--- src/hw/pwcr_pkg.sv ---
// pwcr_pkg: constants and types of the pin wake-up configuration bank
// assumes a 20 MHz system clock and a 16-bit SPI frame
package pwcr_pkg;

  // ----------------------------------------------------------------------
  // frame layout
  // ----------------------------------------------------------------------
  localparam int unsigned FRAME_BITS = 16;
  localparam logic [4:0] FRAME_LEN = 5'h10;
  localparam logic [4:0] HDR_LAST_IDX = 5'h06;
  localparam int unsigned RW_BIT = 15;
  localparam logic [5:0] ADDR_CFG_LOW = 6'h04;
  localparam logic [5:0] ADDR_CFG_HIGH = 6'h05;

  // ----------------------------------------------------------------------
  // register fields and reset values
  // ----------------------------------------------------------------------
  localparam logic [7:0] CFG_LOW_RST = 8'h00;
  localparam logic [7:0] CFG_HIGH_RST = 8'h00;
  localparam int unsigned SEL_A_POS = 6;
  localparam int unsigned SEL_B_POS = 4;
  localparam int unsigned SEL_C_POS = 2;
  localparam int unsigned MASK_HI_POS = 1;
  localparam int unsigned MASK_LO_POS = 0;
  localparam int unsigned NUM_PINS = 6;

  // ----------------------------------------------------------------------
  // timing
  // ----------------------------------------------------------------------
  localparam int unsigned CLK_MHZ = 20;
  localparam int unsigned INT_LONG_US = 100;
  localparam int unsigned INT_SHORT_US = 25;
  localparam logic [10:0] INT_LONG_CNT = 11'(INT_LONG_US * CLK_MHZ);
  localparam logic [10:0] INT_SHORT_CNT = 11'(INT_SHORT_US * CLK_MHZ);

  // ----------------------------------------------------------------------
  // frame sequencer states
  // ----------------------------------------------------------------------
  typedef enum logic [2:0] {
    PWCR_IDLE = 3'b001,
    PWCR_SHIFT = 3'b010,
    PWCR_END = 3'b100
  } pwcr_state_t;

endpackage

--- src/hw/pwcr_pin_if.sv ---
// pwcr_pin_if: pins, edge selections and edge events between the bank
// and its edge detector; single clock domain
`timescale 1ns/10ps
`default_nettype none
interface pwcr_pin_if;
  logic [5:0] pins;
  logic [5:0][1:0] edge_sel;
  logic [5:0] rise;
  logic [5:0] fall;
  logic [5:0] wake_hit;

  modport det (input pins, input edge_sel, output rise, output fall, output wake_hit);
  modport ctl (output pins, output edge_sel, input rise, input fall, input wake_hit);
endinterface
`default_nettype wire

--- src/hw/pwcr_pin_edge.sv ---
// pwcr_pin_edge: per-pin synchroniser, edge detector and wake qualifier
// assumes pins are asynchronous to i_clk
`timescale 1ns/10ps
`default_nettype none
module pwcr_pin_edge
  import pwcr_pkg::*;
(
  input wire logic i_clk,
  input wire logic i_srst,
  pwcr_pin_if.det pin_if
);

  // ----------------------------------------------------------------------
  // one synchroniser and edge stage per pin
  // ----------------------------------------------------------------------
  for (genvar g = 0; g < NUM_PINS; g++) begin : g_pin
    logic meta_q;
    logic sync_q;
    logic prev_q;

    always_ff @(posedge i_clk) begin
      if (i_srst) begin
        meta_q <= 1'b0;
        sync_q <= 1'b0;
        prev_q <= 1'b0;
      end else begin
        meta_q <= pin_if.pins[g];
        sync_q <= meta_q;
        prev_q <= sync_q;
      end
    end

    // single pulse per edge of the synchronised level
    assign pin_if.rise[g] = sync_q & ~prev_q;
    assign pin_if.fall[g] = ~sync_q & prev_q;
    // bit 0 of the selection enables rising, bit 1 falling
    assign pin_if.wake_hit[g] = (pin_if.edge_sel[g][0] & pin_if.rise[g])
                              | (pin_if.edge_sel[g][1] & pin_if.fall[g]);
  end

endmodule
`default_nettype wire

--- src/hw/pwcr_top.sv ---
// pwcr_top: two wake-up configuration registers behind a 16-bit SPI slave
// assumes SPI inputs synchronous to i_clk, sclk idle low, data sampled
// on sclk rising and shifted out on sclk falling, msb first
`timescale 1ns/10ps
`default_nettype none
module pwcr_top
  import pwcr_pkg::*;
(
  input wire logic i_clk,
  input wire logic i_srst,
  input wire logic i_cs_n,
  input wire logic i_sclk,
  input wire logic i_mosi,
  output logic o_miso,
  output logic o_miso_oe,
  input wire logic [5:0] i_io_pin,
  input wire logic i_low_power,
  input wire logic i_int_duration,
  input wire logic i_spi_g,
  input wire logic i_can_g,
  input wire logic i_vpre_g,
  input wire logic i_vcore_g,
  input wire logic i_vothers_g,
  input wire logic i_io_other_g,
  input wire logic i_wake_clr,
  input wire logic i_io_flag_clr,
  output logic o_int_pulse,
  output logic o_wake_req,
  output logic o_wake_event_flag,
  output logic o_io_group_flag,
  output logic [7:0] o_cfg_low,
  output logic [7:0] o_cfg_high
);

  // ----------------------------------------------------------------------
  // declarations
  // ----------------------------------------------------------------------
  pwcr_state_t state_q, state_d;
  logic sclk_q;
  logic cs_n_q;
  logic [4:0] bit_cnt_q;
  logic [15:0] mosi_sh_q;
  logic [15:0] miso_sh_q;
  logic [7:0] cfg_low_q;
  logic [7:0] cfg_high_q;
  logic [5:0] io_evt_q;
  logic wake_flag_q;
  logic wake_req_q;
  logic [10:0] int_cnt_q;
  logic int_q;

  pwcr_pin_if pin_if ();

  // ----------------------------------------------------------------------
  // spi strobes
  // ----------------------------------------------------------------------
  wire sclk_rise = i_sclk & ~sclk_q;
  wire sclk_fall = ~i_sclk & sclk_q;
  wire cs_fall = ~i_cs_n & cs_n_q;
  wire cs_rise = i_cs_n & ~cs_n_q;
  wire in_frame = (state_q == PWCR_SHIFT);

  // header is complete on the rising edge that takes bit 9
  wire hdr_done = in_frame & sclk_rise & (bit_cnt_q == HDR_LAST_IDX);
  wire [6:0] hdr_bits = {mosi_sh_q[5:0], i_mosi};
  wire hdr_low = (hdr_bits[5:0] == ADDR_CFG_LOW);
  wire hdr_high = (hdr_bits[5:0] == ADDR_CFG_HIGH);
  wire [7:0] hdr_data = hdr_low ? cfg_low_q : (hdr_high ? cfg_high_q : 8'h00);

  // completed frame decode
  wire frm_full = (bit_cnt_q == FRAME_LEN);
  wire frm_write = mosi_sh_q[RW_BIT];
  wire [5:0] frm_addr = mosi_sh_q[14:9];
  wire frm_par_ok = ^mosi_sh_q; // odd parity over all sixteen bits
  wire frm_commit = (state_q == PWCR_END) & frm_full & frm_write & frm_par_ok;
  wire wr_low = frm_commit & (frm_addr == ADDR_CFG_LOW);
  wire wr_high = frm_commit & (frm_addr == ADDR_CFG_HIGH);

  // ----------------------------------------------------------------------
  // global flag byte
  // ----------------------------------------------------------------------
  wire [7:0] flag_byte = {i_spi_g, wake_flag_q, i_can_g, 1'b0, o_io_group_flag,
                          i_vpre_g, i_vcore_g, i_vothers_g};

  // ----------------------------------------------------------------------
  // frame sequencer
  // ----------------------------------------------------------------------
  always_comb begin
    state_d = state_q;
    case (state_q)
      PWCR_IDLE: begin
        if (cs_fall) begin
          state_d = PWCR_SHIFT;
        end
      end
      PWCR_SHIFT: begin
        if (cs_rise) begin
          state_d = PWCR_END;
        end
      end
      PWCR_END: begin
        state_d = PWCR_IDLE;
      end
      default: begin
        state_d = PWCR_IDLE;
      end
    endcase
  end

  always_ff @(posedge i_clk) begin
    if (i_srst) begin
      state_q <= PWCR_IDLE;
      sclk_q <= 1'b0;
      cs_n_q <= 1'b1;
    end else begin
      state_q <= state_d;
      sclk_q <= i_sclk;
      cs_n_q <= i_cs_n;
    end
  end

  // ----------------------------------------------------------------------
  // mosi shifter and bit count
  // ----------------------------------------------------------------------
  always_ff @(posedge i_clk) begin
    if (i_srst) begin
      bit_cnt_q <= 5'h00;
      mosi_sh_q <= 16'h0000;
    end else if (cs_fall) begin
      bit_cnt_q <= 5'h00;
      mosi_sh_q <= 16'h0000;
    end else if (in_frame && sclk_rise) begin
      mosi_sh_q <= {mosi_sh_q[14:0], i_mosi};
      if (bit_cnt_q <= FRAME_LEN) begin
        bit_cnt_q <= bit_cnt_q + 5'h01;
      end
    end
  end

  // ----------------------------------------------------------------------
  // miso shifter: flags first, register byte patched in after header
  // ----------------------------------------------------------------------
  always_ff @(posedge i_clk) begin
    if (i_srst) begin
      miso_sh_q <= 16'h0000;
    end else if (cs_fall) begin
      miso_sh_q <= {flag_byte, 8'h00};
    end else if (hdr_done) begin
      miso_sh_q[13:6] <= hdr_data;
    end else if (in_frame && sclk_fall) begin
      miso_sh_q <= {miso_sh_q[14:0], 1'b0};
    end
  end

  assign o_miso = miso_sh_q[15];
  assign o_miso_oe = ~i_cs_n;

  // ----------------------------------------------------------------------
  // configuration registers
  // ----------------------------------------------------------------------
  always_ff @(posedge i_clk) begin
    if (i_srst) begin
      cfg_low_q <= CFG_LOW_RST;
      cfg_high_q <= CFG_HIGH_RST;
    end else begin
      if (wr_low) begin
        cfg_low_q <= mosi_sh_q[7:0];
      end
      if (wr_high) begin
        cfg_high_q <= mosi_sh_q[7:0];
      end
    end
  end

  assign o_cfg_low = cfg_low_q;
  assign o_cfg_high = cfg_high_q;

  // ----------------------------------------------------------------------
  // field extraction
  // ----------------------------------------------------------------------
  wire [1:0] pin0_wake_edge_sel = cfg_low_q[SEL_A_POS +: 2];
  wire [1:0] pin1_wake_edge_sel = cfg_low_q[SEL_B_POS +: 2];
  wire [1:0] pin2_wake_edge_sel = cfg_low_q[SEL_C_POS +: 2];
  wire [1:0] pin3_wake_edge_sel = cfg_high_q[SEL_A_POS +: 2];
  wire [1:0] pin4_wake_edge_sel = cfg_high_q[SEL_B_POS +: 2];
  wire [1:0] pin5_wake_edge_sel = cfg_high_q[SEL_C_POS +: 2];

  wire mask_pin1 = cfg_low_q[MASK_HI_POS];
  wire mask_pin0 = cfg_low_q[MASK_LO_POS];
  wire mask_pin23 = cfg_high_q[MASK_HI_POS];
  wire mask_pin45 = cfg_high_q[MASK_LO_POS];
  wire [5:0] pin_mask = {mask_pin45, mask_pin45, mask_pin23, mask_pin23,
                         mask_pin1, mask_pin0};

  // ----------------------------------------------------------------------
  // edge detection
  // ----------------------------------------------------------------------
  assign pin_if.pins = i_io_pin;
  assign pin_if.edge_sel = {pin5_wake_edge_sel, pin4_wake_edge_sel, pin3_wake_edge_sel,
                            pin2_wake_edge_sel, pin1_wake_edge_sel, pin0_wake_edge_sel};

  pwcr_pin_edge u_pin_edge (
    .i_clk (i_clk),
    .i_srst (i_srst),
    .pin_if (pin_if.det)
  );

  wire [5:0] pin_change = pin_if.rise | pin_if.fall;
  wire [5:0] io_evt_set = pin_change & ~pin_mask;
  wire wake_hit_any = i_low_power & (|pin_if.wake_hit);
  wire int_start = |io_evt_set;

  // ----------------------------------------------------------------------
  // io group flag and wake event flag; set wins over clear
  // ----------------------------------------------------------------------
  always_ff @(posedge i_clk) begin
    if (i_srst) begin
      io_evt_q <= 6'h00;
      wake_flag_q <= 1'b0;
      wake_req_q <= 1'b0;
    end else begin
      io_evt_q <= io_evt_set | (io_evt_q & {6{~i_io_flag_clr}});
      wake_flag_q <= wake_hit_any | (wake_flag_q & ~i_wake_clr);
      wake_req_q <= wake_hit_any;
    end
  end

  // masked pins never reach the group flag
  assign o_io_group_flag = i_io_other_g | (|(io_evt_q & ~pin_mask));
  assign o_wake_event_flag = wake_flag_q;
  assign o_wake_req = wake_req_q;

  // ----------------------------------------------------------------------
  // interrupt pulse timer, retriggered by each unmasked event
  // ----------------------------------------------------------------------
  wire [10:0] int_len = i_int_duration ? INT_SHORT_CNT : INT_LONG_CNT;

  always_ff @(posedge i_clk) begin
    if (i_srst) begin
      int_cnt_q <= 11'h000;
      int_q <= 1'b0;
    end else if (int_start) begin
      int_cnt_q <= int_len - 11'h001;
      int_q <= 1'b1;
    end else if (int_cnt_q != 11'h000) begin
      int_cnt_q <= int_cnt_q - 11'h001;
      int_q <= 1'b1;
    end else begin
      int_q <= 1'b0;
    end
  end

  assign o_int_pulse = int_q;

endmodule
`default_nettype wire

--- config.mk ---
export PLATFORM = sky130hd
export DESIGN_NAME = pwcr_top
export DESIGN_NICKNAME = d
export VERILOG_FILES = /design/src/hw/pwcr_pkg.sv /design/src/hw/pwcr_pin_if.sv /design/src/hw/pwcr_pin_edge.sv /design/src/hw/pwcr_top.sv
export SDC_FILE = /design/constraint.sdc
export NUM_CORES = 1
export LEC_CHECK = 0
export BUFFER_PORTS_ARGS = -buffer_cell sky130_fd_sc_hd__buf_2
export CAP_MARGIN = 0
export CORE_MARGIN = 10
export CORE_UTILIZATION = 40
export DETAILED_ROUTE_END_ITERATION = 7
export HOLD_SLACK_MARGIN = 0.15
export SYNTH_ARGS = -nofsm -noshare
export SYNTH_HDL_FRONTEND = slang
export SYNTH_SLANG_ARGS = --single-unit
--- constraint.sdc ---
create_clock -name i_clk -period 2.4 [get_ports i_clk]
set_input_delay 0.12 -clock i_clk [delete_from_list [all_inputs] [get_ports i_clk]]
set_output_delay 0.12 -clock i_clk [all_outputs]
set_load 0.01 [all_outputs]
* Yosys cells after proc, flatten, opt, wreduce, memory -nomap -nowiden *
Index checks and enable logic that the tools add are counted.

storage, ports and cells
  input port bits = 21
  logic and storage cells = 148
  bits in registers = 90

cells by class
  reduce and logical (&&, ||, !) cells = 15
  bitwise gates (word level) = 69
  multiplexer cells = 15
  add/sub/neg operators = 3
  $lt $le $gt $ge = 1
  equality and inequality tests = 12

operator list
  operator                 count
  $and A1 B1 Y1            37
  $mux W11                 3
  $mux W16                 2
  $eq A6 B3 Y1 const B     4
  $mux W8                  3
  $sub A11 B1 Y11 const B  2
  $and A6 B6 Y6            3
  $not A1 Y1               18
  $reduce_or A6 Y1         3
  $reduce_xor A16 Y1       1
  $or A6 B6 Y6             2
  $reduce_bool A11 Y1      1
  $or A1 B1 Y1             8
  $mux W3                  2
  $mux W6                  1
  $ne A2 B2 Y1 const B     3
  $not A6 Y6               1
  $pmux W3 S2              1
  $reduce_and A2 Y1        3
  $reduce_bool A2 Y1       3
  $add A5 B1 Y5 const B    1
  $eq A5 B3 Y1 const B     1
  $eq A5 B5 Y1 const B     1
  $le A5 B5 Y1 const B     1
  8 further kinds          10

* Longest topological paths before layout *
  word-level depth = 7
  mapped depth = 12
  mapped depth without buffers = 11

* Hierarchy *
A second synthesis with hierarchy kept.

second synthesis, totals
  cell total of the unflattened synthesis = 434
  area total of the unflattened synthesis = 4012.6 µm²

by module, submodules not included
  module         times used  cells each  area an instance (µm²)  seq. area each (µm²)
  pwcr_top       1           379         3340.7                  1441.4
  pwcr_pin_edge  1           55          671.9                   360.3

* Worst setup path before layout *
Ideal clock, no wire load.

  path kind = register to register
  from = register u_pin_edge.g_pin[4].prev_q
  to = register int_cnt_q[4]
  setup slack = 0.020 ns
  required time = 2.314 ns
  stages on the path, launching flop included = 12
  arrival time = 2.294 ns
  path through = dfxtp_1 -> inv_1 -> ha_1 -> o22ai_1 -> nor4_2 -> clkbuf_1 -> nand2_1 -> ha_1 -> inv_1 -> nor4_1 -> xnor2_1 -> a211oi_1

on the way
  cells in the longest elaborated chain, start to end = 6

RTL lines
  item                                                   RTL line             text
  start, declared                                        pwcr_pin_edge.sv:19  logic prev_q;
  start signal, assigned                                 pwcr_pin_edge.sv:29  prev_q <= sync_q;
  $not A1 Y1                                             pwcr_pin_edge.sv:34  assign pin_if.rise[g] = sync_q & ~prev_q;
  $and A1 B1 Y1                                          pwcr_pin_edge.sv:34
  $or A6 B6 Y6 *                                         pwcr_top.sv:208      wire [5:0] pin_change = pin_if.rise | pin_if.fall;
  $and A6 B6 Y6 *                                        pwcr_top.sv:209      wire [5:0] io_evt_set = pin_change & ~pin_mask;
  $reduce_or A6 Y1 *                                     pwcr_top.sv:211      wire int_start = |io_evt_set;
  $mux W11 / $reduce_bool A2 Y1 (equally long branches)  --
  end signal, assigned                                   pwcr_top.sv:243      int_cnt_q <= int_len - 11'h001;
  end signal, assigned                                   pwcr_top.sv:246      int_cnt_q <= int_cnt_q - 11'h001;
  end, declared                                          pwcr_top.sv:49       logic [10:0] int_cnt_q;

Mark *: on every way between the ends. The rest lies on a longest branch, timed or not.
A chain may end at the register's enable or synchronous reset.

* Final worst setup path *
  from = register u_pin_edge.g_pin[5].prev_q
  to = register int_cnt_q[4]

on the way
  cells in the longest elaborated chain, start to end = 6

RTL lines
  item                                                   RTL line
  start, declared                                        pwcr_pin_edge.sv:19
  start signal, assigned                                 pwcr_pin_edge.sv:29
  $not A1 Y1                                             pwcr_pin_edge.sv:34
  $and A1 B1 Y1                                          pwcr_pin_edge.sv:34
  $or A6 B6 Y6 *                                         pwcr_top.sv:208
  $and A6 B6 Y6 *                                        pwcr_top.sv:209
  $reduce_or A6 Y1 *                                     pwcr_top.sv:211
  $mux W11 / $reduce_bool A2 Y1 (equally long branches)  --

Marked as above.

==> summary.md <==
| Metric | Value |
|---|---|
| Vias in the first global route | 3,162 |
| Top-area cell type share of the netlist area | 0.4460 |
| Mean Syn Cell Area | 9.396 µm² |
| Overflow after GRT | 0 |
| Post-synthesis cell count | between 400 and 500 |
| Post-synthesis sequential area ratio | 0.4460 |
| Worst EP arrival | 2520 ps |
| Final period util | 0.9387 |
| Core ar. | around 9800 µm² |
| DR vias | 3,134 |
| Clock share of power | 0.357 |
| Setup crit end kind | flop |
| Outcome | complete, no violations |
| Area Overhead vs Synth | 18.27% |
| CP Cell Sequence | inv_1 -> ha_1 -> o22ai_2 -> nor4_2 -> nand2_1 -> ha_1 -> inv_1 -> nor4_1 -> xnor2_1 -> a211oi_1 |
| Critical Path Start | u_pin_edge.g_pin[5].prev_q |
| # diodes | 0 |
| Leakage | 2.013 nW |
| Clk Latency, worst-skew pair | 350 ps |
| Largest area contributor in the netlist | dfxtp_1 |
| R2R setup slack | 150 ps |
| Clock tree from TritonCTS | done |
| RR Startpoint | u_pin_edge.g_pin[5].prev_q |
| Setup WS post-layout | 147.1 ps |
| RSZ-0062 raised after global routing | no |
| P_int | 2.180 mW |
| Setup CP Type | reg2reg |
| Crit path time final | ~2300 ps |
| Fin nets | about 530 |
| Clock skew | 12.93 ps |
| Max-slew violation count | 0 |
| Antenna violations before repair | 0 |
| GRT Util Overall | 0.1262 |
| Global-route wire length before repair | 15,140 µm |
| Startpoint types | flop |
| Setup Fix Bufs, Post-CTS | 0 |
| CP peak stage delay | between 400 and 500 ps |
| Bufs and invs on worst path | 2 |
| Worst r2r path cells | 10 |
| Logic gate share of total power | 0.100 |
| WP data required | between 2000 and 3000 ps |
| Setup violators final | 0 |
| # rows | 36 |
| CTS buffer count | 9 |
| Worst VDD drop | approximately 0.31 mV |
| Most numerous cell in the Yosys netlist | dfxtp_1 |
| DR pass1 iterations | 4 |
| Crit path max-delay family | simple AND/OR/NAND/NOR gates |
| CP Max Fanout | 4 |
| Max Cap Viol | 0 |
| Top-Level Pins | 43 |
| DP HPWL | approximately 6400 µm |
| CP endpoint | int_cnt_q[4] |
| Routed WL | 8867 µm |
| Hold Crit Depth | 3 |
| Slew margin rel. | 0.6555 |
| Yosys reg bits | 90 |
| Yosys warnings | 0 |
| Register area | 1802 µm² |
| Root Driver | clkbuf_8 |
| Reg power frac | 0.543 |
| PortBufs | 42 |
| Clk slew on worst S/H paths | 100 ps |
| Switching Fraction | 0.2571 |
| Worst slack, placed | 195.3 ps |
| Synth unique cells | 49 |
| Mapped cell area | 4040 µm² |
| Die X | 120.5 µm |
| Die ar. | between 10,000 and 15,000 µm² |
| Final hold violations | 0 |
| Setup TNS | 0 ps |
| Max clock buf depth | 2 |
| Multi-input gate area | 2079 µm² |
| Initial Util | 0.4114 |
| Vias per inst | 4.998 |
| PwrDens | between 600 and 700 nW/µm² |
| RR Endpoint | int_cnt_q[4] |
| Synth top cells by count | dfxtp_1, nor2_1, mux2i_1, nand2b_1, a21oi_1 |
| Final Instance Area | 4778 µm² |
| Switching power | between 0.7 and 0.8 mW |
| Pin count of the biggest net entering global routing | 47 |
| FILL cells | 992 |
| H-tree levels | 3 |
| Slowest-stage cell, CP | nor4_2 |
| Async set-reset flop share out of synthesis | 0 |
| Synth Flop Type | dfxtp_1 |
| Avg WL per Cell | 14.14 µm |
| Routed Antenna Nets | 0 |
| F_max | 0.4439 GHz |
| CTS sink cnt | 90 |
| Synth top area cells | dfxtp_1, mux2i_1, nor2_1 |
| Total power | around 3 mW |
| Tightest Pin Transition | 512.5 ps |
| Routability congestion estimate | 0.8034 |
| Worst Hold Class | in2reg |
| Number of DRC markers in iteration 0 | just over 200 |
| Die H | 120.5 µm |
| DR DRC count | 0 |
| Synthesized Nets | 467 |
| Share of cells above drive strength 1 | 0.1619 |
| Critical Path Stages | 10 |
| Number of enable flip-flop cells after synthesis | 0 |
| Placed inst area | 4399 µm² |
power by group through the flow:
stage                     clock network [mW]  logic [mW]  registers [mW]
after floorplan                            0       0.205            1.62
after global placement                     0       0.266            1.63
after detailed placement                   0       0.271            1.63
after CTS                               1.09       0.294            1.59
after global routing                    1.16       0.334            1.61
final                                   1.05       0.294            1.59
timing repair:
action,CTS,global route
hold buffers,17,0
setup endpoints to repair,0,2
endpoints found under the hold margin,23,0
resized for setup,0,2
how the worst min path moves through the flow:
| stage | startpoint | endpoint |
|---|---|---|
| detailed placement | i_cs_n | cs_n_q |
| global placement | i_cs_n | cs_n_q |
| finish | i_mosi | mosi_sh_q[0] |
| floorplan | i_cs_n | cs_n_q |
| CTS | i_mosi | mosi_sh_q[0] |
| global route | i_mosi | mosi_sh_q[0] |
through the flow:
step	hold slack [ps]	utilization	cells
after floorplan	226.6	-	430
final	188.4	0.4866	627
after detailed placement	330.6	0.4480	594
after global placement	320.7	0.4480	594
after global routing	213.9	0.4866	627
after CTS	170.9	0.4857	627
layout make-up:
cell class | instances | area share
flip-flops and latches | 90 | 0.3771
clock inverters | 7 | 0.01597
clock buffers | 9 | 0.02592
multi-input cells | 298 | 0.4352
inverters | 22 | 0.01728
repair buffers | 68 | 0.09374
well taps | 133 | 0.03483
cell usage in the layout, fill, tap and decap left out, types with 15 or more instances in the layout:
cell type       n
xnor2_1        17
a21oi_1        24
nand2b_1       28
nor2b_1        15
buf_2          42
nand2_1        18
dlygate4sd3_1  17
nor2_1         54
dfxtp_1        90
mux2i_1        43
ha_1           16
inv_1          22
logic make-up after synthesis:
family                   after synthesis  synth area share
AO/OA/AOI/OAI                         56           0.08889
XOR/XNOR                              22           0.04955
adder cells (fa/ha/maj)               16           0.04955
buffers and inverters                 42           0.04150
flip-flops                            90            0.4460
multiplexers                          47            0.1177
AND/OR/NAND/NOR                      157            0.2069
metal layers:
layer	GRT usage	part of all wire
met4	0.03243	0.012
met2	0.2100	0.46
met3	0.03862	0.056
met5	0	0
met1	0.1551	0.48
registers in the layout, indices dropped and copies added (netlist names):
register                 flops
sclk_q                       1
o_wake_req                   1
u_pin_edge.g_pin.meta_q      6
io_evt_q                     6
state_q                      3
o_cfg_high                   8
bit_cnt_q                    5
int_cnt_q                   11
u_pin_edge.g_pin.sync_q      6
o_cfg_low                    8
miso_sh_q                   10
o_int_pulse                  1
o_wake_event_flag            1
mosi_sh_q                   16
cs_n_q                       1
u_pin_edge.g_pin.prev_q      6
tightest hold or removal path, stage by stage:
cell and delay, ps:
buf_2 190, mux2i_1 150, nor2_1 40
Note: power is estimated with default switching activity, not from simulation.
